### src/pkg/rtc_pkg.sv
/*
 * Constants shared by the real-time clock target: register offsets,
 * field positions, reset values, bus address and timing.
 * Assumes a single 50 MHz system clock.
 */
package rtc_pkg;
    // ----------------------------------------------------------------
    // Register offsets
    // ----------------------------------------------------------------
    localparam logic [2:0] REG_SECONDS  = 3'h0;
    localparam logic [2:0] REG_MINUTES  = 3'h1;
    localparam logic [2:0] REG_HOURS    = 3'h2;
    localparam logic [2:0] REG_WEEKDAY  = 3'h3;
    localparam logic [2:0] REG_DATE     = 3'h4;
    localparam logic [2:0] REG_MONTH    = 3'h5;
    localparam logic [2:0] REG_YEAR     = 3'h6;
    localparam logic [2:0] REG_CONTROL  = 3'h7;
    // ----------------------------------------------------------------
    // Field positions
    // ----------------------------------------------------------------
    localparam int BIT_HALT          = 7;
    localparam int BIT_CENT_ALLOW    = 7;
    localparam int BIT_CENTURY       = 6;
    localparam int BIT_OUT_LEVEL     = 7;
    localparam int BIT_FREQ_TEST     = 6;
    localparam int BIT_CAL_SIGN      = 5;
    localparam int CAL_MSB           = 4;
    // ----------------------------------------------------------------
    // Field masks and limits (BCD)
    // ----------------------------------------------------------------
    localparam logic [7:0] MASK_SECONDS = 8'h7F;
    localparam logic [7:0] MASK_MINUTES = 8'h7F;
    localparam logic [7:0] MASK_HOURS   = 8'h3F;
    localparam logic [7:0] MASK_WEEKDAY = 8'h07;
    localparam logic [7:0] MASK_DATE    = 8'h3F;
    localparam logic [7:0] MASK_MONTH   = 8'h1F;
    localparam logic [7:0] MAX_SEC_MIN  = 8'h59;
    localparam logic [7:0] MAX_HOURS    = 8'h23;
    localparam logic [7:0] MAX_WEEKDAY  = 8'h07;
    localparam logic [7:0] MAX_MONTH    = 8'h12;
    localparam logic [7:0] MAX_YEAR     = 8'h99;
    // ----------------------------------------------------------------
    // Reset values
    // ----------------------------------------------------------------
    localparam logic [7:0] RST_ZERO     = 8'h00;
    localparam logic [7:0] RST_ONE      = 8'h01;
    localparam logic [7:0] RST_CONTROL  = 8'h80;
    // ----------------------------------------------------------------
    // Bus address and timing
    // ----------------------------------------------------------------
    localparam logic [7:0] I2C_ADDR_BYTE   = 8'hD0;
    localparam int         CLK_HZ          = 50_000_000;
    localparam int         SECOND_S        = 1;
    localparam int         FREQ_TEST_HZ    = 512;
    localparam int         CAL_STEP_CYCLES = 1;
endpackage : rtc_pkg

### src/verilog/rtc_bcd_cnt.sv
/*
 * Two-digit BCD counter with load, wrap from max to min and a carry.
 * Assumes load and inc come from logic on sys_clk.
 */
`timescale 1ns/10ps
`default_nettype none
module rtc_bcd_cnt
    import rtc_pkg::*;
#(
    parameter logic [7:0] RESET_VAL = 8'h00
) (
    input  wire logic       sys_clk,
    input  wire logic       sys_rst,
    input  wire logic       inc,
    input  wire logic       load,
    input  wire logic [7:0] load_val,
    input  wire logic [7:0] min_val,
    input  wire logic [7:0] max_val,
    output logic      [7:0] value,
    output logic            wrap
);
    logic [7:0] next_value;

    assign wrap = inc && !load && (value >= max_val);

    always_comb begin
        next_value = value;
        if (load) begin
            next_value = load_val;
        end else if (inc) begin
            if (value >= max_val) begin
                next_value = min_val;
            end else if (value[3:0] >= 4'h9) begin
                next_value = {value[7:4] + 4'h1, 4'h0};
            end else begin
                next_value = value + 8'h01;
            end
        end
    end

    always_ff @(posedge sys_clk) begin
        if (sys_rst) begin
            value <= RESET_VAL;
        end else begin
            value <= next_value;
        end
    end
endmodule : rtc_bcd_cnt
`default_nettype wire

### src/verilog/rtc_top.sv
/*
 * Battery-backed real-time clock reached as a target on a two-wire bus.
 * Assumes scl, sda_in and supply_low are asynchronous pins; sda is open
 * drain and the board resolves it from sda_drive_n.
 */
// Overview of operation
// Registers are read and written only through bus transfers in which this block is the target.
// The block answers only the address bytes 0xD0 (write) and 0xD1 (read) and ignores every other address.
// The hours register carries the century-toggle allow bit in D7 and the century flag in D6.
// The control register holds output level in D7, frequency test in D6, calibration sign in D5 and magnitude below.
// After a low-supply halt the clock stays stopped until seconds, minutes and hours are all rewritten.
// Bytes 0 to 6 hold BCD seconds with halt flag, minutes, hours, weekday, date, month and year.
`timescale 1ns/10ps
`default_nettype none
module rtc_top
    import rtc_pkg::*;
#(
    parameter int CYCLES_PER_SECOND = CLK_HZ * SECOND_S
) (
    input  wire logic sys_clk,
    input  wire logic sys_rst,
    input  wire logic scl,
    input  wire logic sda_in,
    output logic      sda_out,
    output logic      sda_drive_n,
    input  wire logic supply_low,
    output logic      clock_out
);
    localparam int FT_HALF = CYCLES_PER_SECOND / (2 * FREQ_TEST_HZ);

    typedef enum logic [2:0] {
        ST_IDLE  = 3'b000,
        ST_ADDR  = 3'b001,
        ST_ACK   = 3'b010,
        ST_WRITE = 3'b011,
        ST_READ  = 3'b100,
        ST_RACK  = 3'b101
    } rtc_state_type;

    // ----------------------------------------------------------------
    // Pin synchronisers
    // ----------------------------------------------------------------
    logic scl_m, scl_s, scl_q, sda_m, sda_s, sda_q, low_m, low_s;
    always_ff @(posedge sys_clk) begin
        if (sys_rst) begin
            {scl_m, scl_s, scl_q} <= 3'h7;
            {sda_m, sda_s, sda_q} <= 3'h7;
            {low_m, low_s}        <= 2'h0;
        end else begin
            {scl_m, scl_s, scl_q} <= {scl, scl_m, scl_s};
            {sda_m, sda_s, sda_q} <= {sda_in, sda_m, sda_s};
            {low_m, low_s}        <= {supply_low, low_m};
        end
    end
    logic scl_rise, scl_fall, bus_start, bus_stop;
    assign scl_rise  = scl_s && !scl_q;
    assign scl_fall  = !scl_s && scl_q;
    assign bus_start = scl_s && scl_q && sda_q && !sda_s;
    assign bus_stop  = scl_s && scl_q && !sda_q && sda_s;

    // ----------------------------------------------------------------
    // Bus target state
    // ----------------------------------------------------------------
    rtc_state_type state, next_state;
    logic [7:0] shift, next_shift, wr_data, next_wr_data, rd_byte;
    logic [3:0] bit_cnt, next_bit_cnt;
    logic [2:0] ptr, next_ptr, wr_ptr, next_wr_ptr;
    logic       rw, next_rw, ptr_set, next_ptr_set, drive, next_drive;
    logic       wr_stb, next_wr_stb;

    // Time and control state
    logic [7:0] sec_val, min_val, hour_val, day_val, date_val, mon_val, year_val;
    logic [7:0] ctrl, next_ctrl, month_len;
    logic       halt, next_halt, lv_halt, next_lv_halt;
    logic       cent_allow, next_cent_allow, century, next_century;
    logic [2:0] rewritten, next_rewritten;

    always_comb begin
        case (ptr)
            REG_SECONDS: rd_byte = {halt, sec_val[6:0]};
            REG_MINUTES: rd_byte = min_val;
            REG_HOURS:   rd_byte = {cent_allow, century, hour_val[5:0]};
            REG_WEEKDAY: rd_byte = day_val;
            REG_DATE:    rd_byte = date_val;
            REG_MONTH:   rd_byte = mon_val;
            REG_YEAR:    rd_byte = year_val;
            default:     rd_byte = ctrl;
        endcase
    end

    // Data bits change only after scl falls, so a start or stop is never faked
    always_comb begin
        next_state   = state;
        next_shift   = shift;
        next_bit_cnt = bit_cnt;
        next_ptr     = ptr;
        next_rw      = rw;
        next_ptr_set = ptr_set;
        next_drive   = drive;
        next_wr_stb  = 1'b0;
        next_wr_data = wr_data;
        next_wr_ptr  = wr_ptr;
        if (bus_start) begin
            next_state   = ST_ADDR;
            next_bit_cnt = 4'h0;
            next_drive   = 1'b0;
            next_ptr_set = 1'b0;
        end else if (bus_stop) begin
            next_state = ST_IDLE;
            next_drive = 1'b0;
        end else begin
            case (state)
                ST_ADDR: begin
                    if (scl_rise) begin
                        next_shift   = {shift[6:0], sda_s};
                        next_bit_cnt = bit_cnt + 4'h1;
                    end else if (scl_fall && bit_cnt == 4'h8) begin
                        if (shift[7:1] == I2C_ADDR_BYTE[7:1]) begin
                            next_state = ST_ACK;
                            next_drive = 1'b1;
                            next_rw    = shift[0];
                        end else begin
                            next_state = ST_IDLE;
                        end
                    end
                end
                ST_ACK: begin
                    if (scl_fall) begin
                        next_bit_cnt = 4'h0;
                        if (rw) begin
                            next_state = ST_READ;
                            next_shift = rd_byte;
                            next_drive = !rd_byte[7];
                            next_ptr   = ptr + 3'h1;
                        end else begin
                            next_state = ST_WRITE;
                            next_drive = 1'b0;
                        end
                    end
                end
                ST_WRITE: begin
                    if (scl_rise) begin
                        next_shift   = {shift[6:0], sda_s};
                        next_bit_cnt = bit_cnt + 4'h1;
                    end else if (scl_fall && bit_cnt == 4'h8) begin
                        next_state = ST_ACK;
                        next_drive = 1'b1;
                        if (!ptr_set) begin
                            next_ptr     = shift[2:0];
                            next_ptr_set = 1'b1;
                        end else begin
                            next_wr_stb  = 1'b1;
                            next_wr_data = shift;
                            next_wr_ptr  = ptr;
                            next_ptr     = ptr + 3'h1;
                        end
                    end
                end
                ST_READ: begin
                    if (scl_rise) begin
                        next_bit_cnt = bit_cnt + 4'h1;
                    end else if (scl_fall) begin
                        if (bit_cnt == 4'h8) begin
                            next_state = ST_RACK;
                            next_drive = 1'b0;
                        end else begin
                            next_shift = {shift[6:0], 1'b0};
                            next_drive = !shift[6];
                        end
                    end
                end
                ST_RACK: begin
                    if (scl_rise && sda_s) begin
                        next_state = ST_IDLE;
                    end else if (scl_fall) begin
                        next_bit_cnt = 4'h0;
                        next_state   = ST_READ;
                        next_shift   = rd_byte;
                        next_drive   = !rd_byte[7];
                        next_ptr     = ptr + 3'h1;
                    end
                end
                default: begin
                    next_drive = 1'b0;
                end
            endcase
        end
    end

    always_ff @(posedge sys_clk) begin
        if (sys_rst) begin
            state   <= ST_IDLE;
            shift   <= 8'h00;
            bit_cnt <= 4'h0;
            ptr     <= REG_SECONDS;
            rw      <= 1'b0;
            ptr_set <= 1'b0;
            drive   <= 1'b0;
            wr_stb  <= 1'b0;
            wr_data <= 8'h00;
            wr_ptr  <= REG_SECONDS;
        end else begin
            state   <= next_state;
            shift   <= next_shift;
            bit_cnt <= next_bit_cnt;
            ptr     <= next_ptr;
            rw      <= next_rw;
            ptr_set <= next_ptr_set;
            drive   <= next_drive;
            wr_stb  <= next_wr_stb;
            wr_data <= next_wr_data;
            wr_ptr  <= next_wr_ptr;
        end
    end
    assign sda_out     = 1'b0;
    assign sda_drive_n = !drive;

    // ----------------------------------------------------------------
    // Timebase with calibration trim
    // ----------------------------------------------------------------
    logic [31:0] presc, next_presc, period;
    logic [31:0] ft_cnt, next_ft_cnt;
    logic        ft_wave, next_ft_wave, tick, running, ld_sec;
    assign ld_sec  = wr_stb && wr_ptr == REG_SECONDS;
    assign period  = ctrl[BIT_CAL_SIGN]
                   ? 32'(CYCLES_PER_SECOND - int'(ctrl[CAL_MSB:0]) * CAL_STEP_CYCLES)
                   : 32'(CYCLES_PER_SECOND + int'(ctrl[CAL_MSB:0]) * CAL_STEP_CYCLES);
    assign tick    = presc >= period - 32'h1;
    assign running = !halt && !lv_halt;

    always_comb begin
        next_presc   = (tick || ld_sec || !running) ? 32'h0 : presc + 32'h1;
        next_ft_cnt  = ft_cnt + 32'h1;
        next_ft_wave = ft_wave;
        if (ft_cnt >= 32'(FT_HALF - 1)) begin
            next_ft_cnt  = 32'h0;
            next_ft_wave = !ft_wave;
        end
    end

    // ----------------------------------------------------------------
    // Calendar chain
    // ----------------------------------------------------------------
    logic sec_wrap, min_wrap, hour_wrap, date_wrap, mon_wrap, year_wrap;
    logic sec_inc, leap;
    assign sec_inc = tick && running;
    // BCD years divisible by four: tens even with units 0/4/8, tens odd with 2/6
    assign leap = year_val[4] ? (year_val[3:0] == 4'h2 || year_val[3:0] == 4'h6)
                              : (year_val[3:0] == 4'h0 || year_val[3:0] == 4'h4
                                 || year_val[3:0] == 4'h8);
    always_comb begin
        case (mon_val)
            8'h02:                      month_len = leap ? 8'h29 : 8'h28;
            8'h04, 8'h06, 8'h09, 8'h11: month_len = 8'h30;
            default:                    month_len = 8'h31;
        endcase
    end

    rtc_bcd_cnt #(.RESET_VAL(RST_ZERO)) u_sec (
        .sys_clk(sys_clk), .sys_rst(sys_rst), .inc(sec_inc), .load(ld_sec),
        .load_val(wr_data & MASK_SECONDS), .min_val(RST_ZERO),
        .max_val(MAX_SEC_MIN), .value(sec_val), .wrap(sec_wrap));
    rtc_bcd_cnt #(.RESET_VAL(RST_ZERO)) u_min (
        .sys_clk(sys_clk), .sys_rst(sys_rst), .inc(sec_wrap),
        .load(wr_stb && wr_ptr == REG_MINUTES), .load_val(wr_data & MASK_MINUTES),
        .min_val(RST_ZERO), .max_val(MAX_SEC_MIN), .value(min_val), .wrap(min_wrap));
    rtc_bcd_cnt #(.RESET_VAL(RST_ZERO)) u_hour (
        .sys_clk(sys_clk), .sys_rst(sys_rst), .inc(min_wrap),
        .load(wr_stb && wr_ptr == REG_HOURS), .load_val(wr_data & MASK_HOURS),
        .min_val(RST_ZERO), .max_val(MAX_HOURS), .value(hour_val), .wrap(hour_wrap));
    rtc_bcd_cnt #(.RESET_VAL(RST_ONE)) u_day (
        .sys_clk(sys_clk), .sys_rst(sys_rst), .inc(hour_wrap),
        .load(wr_stb && wr_ptr == REG_WEEKDAY), .load_val(wr_data & MASK_WEEKDAY),
        .min_val(RST_ONE), .max_val(MAX_WEEKDAY), .value(day_val), .wrap());
    rtc_bcd_cnt #(.RESET_VAL(RST_ONE)) u_date (
        .sys_clk(sys_clk), .sys_rst(sys_rst), .inc(hour_wrap),
        .load(wr_stb && wr_ptr == REG_DATE), .load_val(wr_data & MASK_DATE),
        .min_val(RST_ONE), .max_val(month_len), .value(date_val), .wrap(date_wrap));
    rtc_bcd_cnt #(.RESET_VAL(RST_ONE)) u_mon (
        .sys_clk(sys_clk), .sys_rst(sys_rst), .inc(date_wrap),
        .load(wr_stb && wr_ptr == REG_MONTH), .load_val(wr_data & MASK_MONTH),
        .min_val(RST_ONE), .max_val(MAX_MONTH), .value(mon_val), .wrap(mon_wrap));
    rtc_bcd_cnt #(.RESET_VAL(RST_ZERO)) u_year (
        .sys_clk(sys_clk), .sys_rst(sys_rst), .inc(mon_wrap),
        .load(wr_stb && wr_ptr == REG_YEAR), .load_val(wr_data),
        .min_val(RST_ZERO), .max_val(MAX_YEAR), .value(year_val), .wrap(year_wrap));

    // ----------------------------------------------------------------
    // Halt, century and control bits
    // ----------------------------------------------------------------
    always_comb begin
        next_halt       = halt;
        next_cent_allow = cent_allow;
        next_century    = century;
        next_ctrl       = ctrl;
        next_rewritten  = rewritten;
        next_lv_halt    = lv_halt;
        if (year_wrap && cent_allow) begin
            next_century = !century;
        end
        if (wr_stb) begin
            case (wr_ptr)
                REG_SECONDS: begin
                    next_halt         = wr_data[BIT_HALT];
                    next_rewritten[0] = 1'b1;
                end
                REG_MINUTES: next_rewritten[1] = 1'b1;
                REG_HOURS: begin
                    next_cent_allow   = wr_data[BIT_CENT_ALLOW];
                    next_century      = wr_data[BIT_CENTURY];
                    next_rewritten[2] = 1'b1;
                end
                REG_CONTROL: next_ctrl = wr_data;
                default: next_ctrl = ctrl;
            endcase
        end
        // Low supply wins over a rewrite landing in the same cycle
        if (low_s) begin
            next_lv_halt   = 1'b1;
            next_rewritten = 3'h0;
        end else if (lv_halt && next_rewritten == 3'h7) begin
            next_lv_halt = 1'b0;
        end
    end

    always_ff @(posedge sys_clk) begin
        if (sys_rst) begin
            presc      <= 32'h0;
            ft_cnt     <= 32'h0;
            ft_wave    <= 1'b0;
            halt       <= 1'b0;
            lv_halt    <= 1'b0;
            rewritten  <= 3'h0;
            cent_allow <= 1'b0;
            century    <= 1'b0;
            ctrl       <= RST_CONTROL;
            clock_out  <= 1'b1;
        end else begin
            presc      <= next_presc;
            ft_cnt     <= next_ft_cnt;
            ft_wave    <= next_ft_wave;
            halt       <= next_halt;
            lv_halt    <= next_lv_halt;
            rewritten  <= next_rewritten;
            cent_allow <= next_cent_allow;
            century    <= next_century;
            ctrl       <= next_ctrl;
            clock_out  <= ctrl[BIT_FREQ_TEST] ? ft_wave : ctrl[BIT_OUT_LEVEL];
        end
    end

    // ----------------------------------------------------------------
    // Checks
    // ----------------------------------------------------------------
    a_idle_no_drive: assert property (@(posedge sys_clk) disable iff (sys_rst)
        (state == ST_IDLE) |-> !drive) else $error("sda driven while idle");
    a_addr_mismatch: assert property (@(posedge sys_clk) disable iff (sys_rst)
        (state == ST_ADDR && scl_fall && bit_cnt == 4'h8 && !bus_start && !bus_stop
         && shift[7:1] != I2C_ADDR_BYTE[7:1]) |=> (state == ST_IDLE && !drive))
        else $error("foreign address acknowledged");
    a_hours_century: assert property (@(posedge sys_clk) disable iff (sys_rst)
        (state == ST_ACK && rw && scl_fall && !bus_start && !bus_stop && ptr == REG_HOURS)
        |=> shift == {$past(cent_allow), $past(century), $past(hour_val[5:0])})
        else $error("hours read lacks century bits");
    a_control_read: assert property (@(posedge sys_clk) disable iff (sys_rst)
        (state == ST_ACK && rw && scl_fall && !bus_start && !bus_stop && ptr == REG_CONTROL)
        |=> shift == $past(ctrl)) else $error("control read mismatch");
    a_halt_holds: assert property (@(posedge sys_clk) disable iff (sys_rst)
        (lv_halt && !wr_stb) |=> $stable(sec_val) && presc == 32'h0)
        else $error("clock ran during low-supply halt");
    a_seconds_bcd: assert property (@(posedge sys_clk) disable iff (sys_rst)
        ($past(sec_inc) && $past(sec_val) == MAX_SEC_MIN && !$past(ld_sec))
        |-> sec_val == RST_ZERO ##0 sec_val <= MAX_SEC_MIN)
        else $error("seconds left BCD range");
endmodule : rtc_top
`default_nettype wire

### config.mk
export PLATFORM = sky130hd
export DESIGN_NAME = rtc_top
export DESIGN_NICKNAME = d
export VERILOG_FILES = /design/src/pkg/rtc_pkg.sv /design/src/verilog/rtc_bcd_cnt.sv /design/src/verilog/rtc_top.sv
export SDC_FILE = /design/constraint.sdc
export NUM_CORES = 1
export LEC_CHECK = 0
export ABC_AREA = 1
export BUFFER_PORTS_ARGS = -buffer_cell sky130_fd_sc_hd__buf_2
export CAP_MARGIN = 20
export CORE_MARGIN = 2
export CORE_UTILIZATION = 50
export DETAILED_ROUTE_END_ITERATION = 12
export PLACE_DENSITY_LB_ADDON = 0.12
export SLEW_MARGIN = 20
export SYNTH_ARGS = -nofsm -noshare
export SYNTH_HDL_FRONTEND = slang
export SYNTH_SLANG_ARGS = --single-unit
### constraint.sdc
create_clock -name sys_clk -period 3.65 [get_ports sys_clk]
set_input_delay 1.095 -clock sys_clk [delete_from_list [all_inputs] [get_ports sys_clk]]
set_output_delay 1.095 -clock sys_clk [all_outputs]
set_load 0.05 [all_outputs]
==> summary.txt <==
Place
  • Worst slack, placed: around 0.073 ns
  • Routability cong.: roughly 0.89
  • Detailed placer's ending HPWL: 17.5 mm
  • Port bufs: 6

Final layout
  • Antenna Cells: 0
  • Fin util: 57.7%
  • Area Overhead vs Synth: 12.2%
  • Layout Nets: roughly 1,500
  • Share of cells above drive strength 1: 8.29%

Timing
  • RSZ-0062 raised after global routing: yes
  • Final slew viol count: 0
  • Final worst slack: between 0.1 and 0.15 ns
  • Worst rel slew slack: a little over a third
  • Final Skew: 0.00984 ns
  • FMAX: between 200 and 300 MHz
  • Worst-Margin Slew: about 0.96 ns
  • Setup violators final: 0
  • Final worst path period share: 96.6%
  • Sum Neg Setup Slack: 0 ns
  • Hold WS: 0.410 ns
  • Final min period: 3.52 ns
  • Endpoints failing hold: 0

Global route
  • Antenna violations before repair: 0
  • First-pass GRT wire length: 39.1 mm
  • Vias in the first global route: about 8,000
  • Gr usage total: 24.2%
  • Grt ovf: 0
  • Largest net degree at the start of global routing: 45

Drt
  • Pre-Repair DR Iteration Count: 5
  • DRC Markers: 0
  • Drt via density: around 5.2
  • DRT iter0 DRCs: between 500 and 600
  • Routed Antenna Nets: 0
  • Via count: 8,703
  • Routed len/inst: approximately 14 um
  • Final wirelength: 24.0 mm

Power
  • PD cells: 407 mW/mm^2
  • Design Power: between 0.004 and 0.005 W
  • Lkg Pwr: ~4.4 nW
  • Worst vdd ir: 327 uV

Floorplanning
  • Die Y: 143 um
  • Initial core utilization: roughly half
  • Die footprint: roughly 0.021 mm^2
  • IO Pins: 8
  • Die width: between 100 and 150 um
  • Row count: 50
  • Placeable Area: ~0.019 mm^2

Flow run
  • Max cap viols: 0

Worst setup path
  • Crit. End Element: register
  • Worst setup SP type: register
  • CP Buf/Inv Count: 3
  • Worst-path fanout max: 5
  • CP most frequent cell: nand2_1
  • Setup CP Type: reg2reg
  • CP required: ~4.0 ns
  • Max incr delay on CP: about 0.34 ns
  • Setup slack, reg-to-reg: ~0.13 ns
  • CP arrival: 3.89 ns
  • Top delay family on crit path: simple AND/OR/NAND/NOR gates
  • CP max stage cell: dfxtp_2

Synthesis
  • Async SR Flop Fraction: 0%
  • Number of synthesized flops with an enable pin: 0
  • Area contributors post-synth: dfxtp_1 (37%), nand2_1 (9.1%), ha_1 (8.8%)
  • Ys Warns: 0
  • Syn_area_per_cell: 7.21 um^2
  • Synth Register Bits: between 150 and 200
  • Sequential element share of the synthesized area: 36.8%
  • Mapped cell area: slightly below 0.01 mm^2
  • Gate Count Post-Synth: roughly 1,300
  • Top-area cell type share of the netlist area: 36.8%
  • Synth Flop Type: dfxtp_1
  • Cell taking the most area after synthesis: dfxtp_1
  • Count leader, synth: nand2_1
  • Most frequent cells after synthesis: nand2_1 (234), inv_1 (214), dfxtp_1 (178)
  • Cell variety after synth: 57

Clock tree
  • Root Buffer: clkbuf_16
  • Bufs on Longest Clock Path: 2
  • Clock latency on the worst-skew pair: approximately 0.43 ns
  • Hold buffer count at CTS: 0
  • H-tree Lvls: 4
  • Worst-path clk slew: approximately 0.08 ns
  • CTS tree: yes
  • Clock Sinks: 178
  • CTS Buf Count: 17

Status
  • Outcome: complete, no violations

Min path
  • Min-Delay Path Class: reg2reg
cells in the final DEF (no fill, tap or decap), types with 5 or more instances in the layout:
| cell type | count |
|---|---|
| clkbuf_16 | 17 |
| inv_1 | 211 |
| nor2_2 | 10 |
| nor3b_1 | 10 |
| a221oi_1 | 12 |
| nor4_1 | 14 |
| nand4_1 | 12 |
| xor2_1 | 19 |
| buf_4 | 18 |
| dfxtp_1 | 175 |
| o21ai_0 | 75 |
| nor3_1 | 35 |
| buf_2 | 6 |
| nand3_1 | 35 |
| nor2_4 | 5 |
| nand2_1 | 231 |
| nand2_2 | 5 |
| o31ai_1 | 5 |
| ha_1 | 66 |
| o22ai_1 | 10 |
| inv_2 | 6 |
| xnor2_1 | 10 |
| conb_1 | 28 |
| o211ai_1 | 7 |
| a31oi_1 | 45 |
| a21oi_1 | 93 |
| or2_2 | 7 |
| inv_6 | 7 |
| nor2_1 | 151 |
| a211oi_1 | 12 |
metal layers:
| metal | routed length [um] | global-route usage (%) |
|---|---|---|
| met1 | 11400 | 32.2 |
| met5 | 0 | 0 |
| met4 | 623 | 7.97 |
| met3 | 1180 | 4.83 |
| met2 | 10800 | 39.2 |
what timing repair did:
| action | in CTS | in global routing |
|---|---|---|
| setup endpoints to repair | 0 | 40 |
| gates resized for setup | 0 | 31 |
| setup buffers | 0 | 6 |
| endpoints found under the hold margin | 0 | 0 |
worst reg2reg max path, delay by kind of cell (launching register included):
family	cells	cell delay, ns
AO/OA/AOI/OAI	3	0.30
XOR/XNOR	2	0.33
adder cells (fa/ha/maj)	2	0.44
buffers and inverters	3	0.25
flip-flops	1	0.34
AND/OR/NAND/NOR	19	1.79
state kept, by name, summed over array words and instances (netlist names), 3 cells and up:
signal,count
rewritten,3
ft_cnt,32
u_hour.value,8
bit_cnt,4
ptr,3
u_date.value,8
u_year.value,8
presc,32
u_min.value,8
u_day.value,8
wr_data,8
shift,8
ctrl,8
u_sec.value,8
state,3
u_mon.value,8
wr_ptr,3
through the flow:
step	cell area (um^2)	std cells
floorplan	9780	1369
global placement	10100	1621
detailed placement	10100	1621
CTS	10700	1653
global route	10900	1660
finish	10900	1660
path summary, 6_finish.rpt:
| path | start | end | depth (start not counted) |
|---|---|---|---|
| max | ctrl[1]$_SDFFE_PP0P_ | u_year.value[7]$_SDFFE_PP0P_ | 29 |
| min | scl_m$_SDFF_PP1_ | scl_s$_SDFF_PP1_ | 1 |
| max reg2reg | ctrl[1]$_SDFFE_PP0P_ | u_year.value[7]$_SDFFE_PP0P_ | 29 |
| min reg2reg | scl_m$_SDFF_PP1_ | scl_s$_SDFF_PP1_ | 1 |
report_power, final:
group          internal, W  leakage, nW  switching (W)
clock network     0.000906        0.276       0.000874
logic             0.000168         2.68       0.000406
registers          0.00201         1.45      0.0000605
total              0.00308         4.41        0.00134
cell families (layout without fill, tap and decap cells):
family | after synthesis | count (layout) | share of synthesized area, %
simple gates | 530 | 531 | 24.4
compound gates | 285 | 285 | 17.4
buf+inv | 248 | 278 | 9.66
flops | 178 | 178 | 36.8
fa+ha+maj | 68 | 68 | 8.78
xor+xnor | 32 | 32 | 2.89
other cells | 2 | 28 | 0.0775
cell type report:
cell class	count	area, um^2
multi-input cells	944	5380
repair buffers	25	185
well taps	260	325
clock buffers	17	425
fillers	1792	7970
inverters	221	840
clock inverters	15	139
flip-flops and latches	178	3570
No activity file was read; power rests on OpenSTA's default activity.
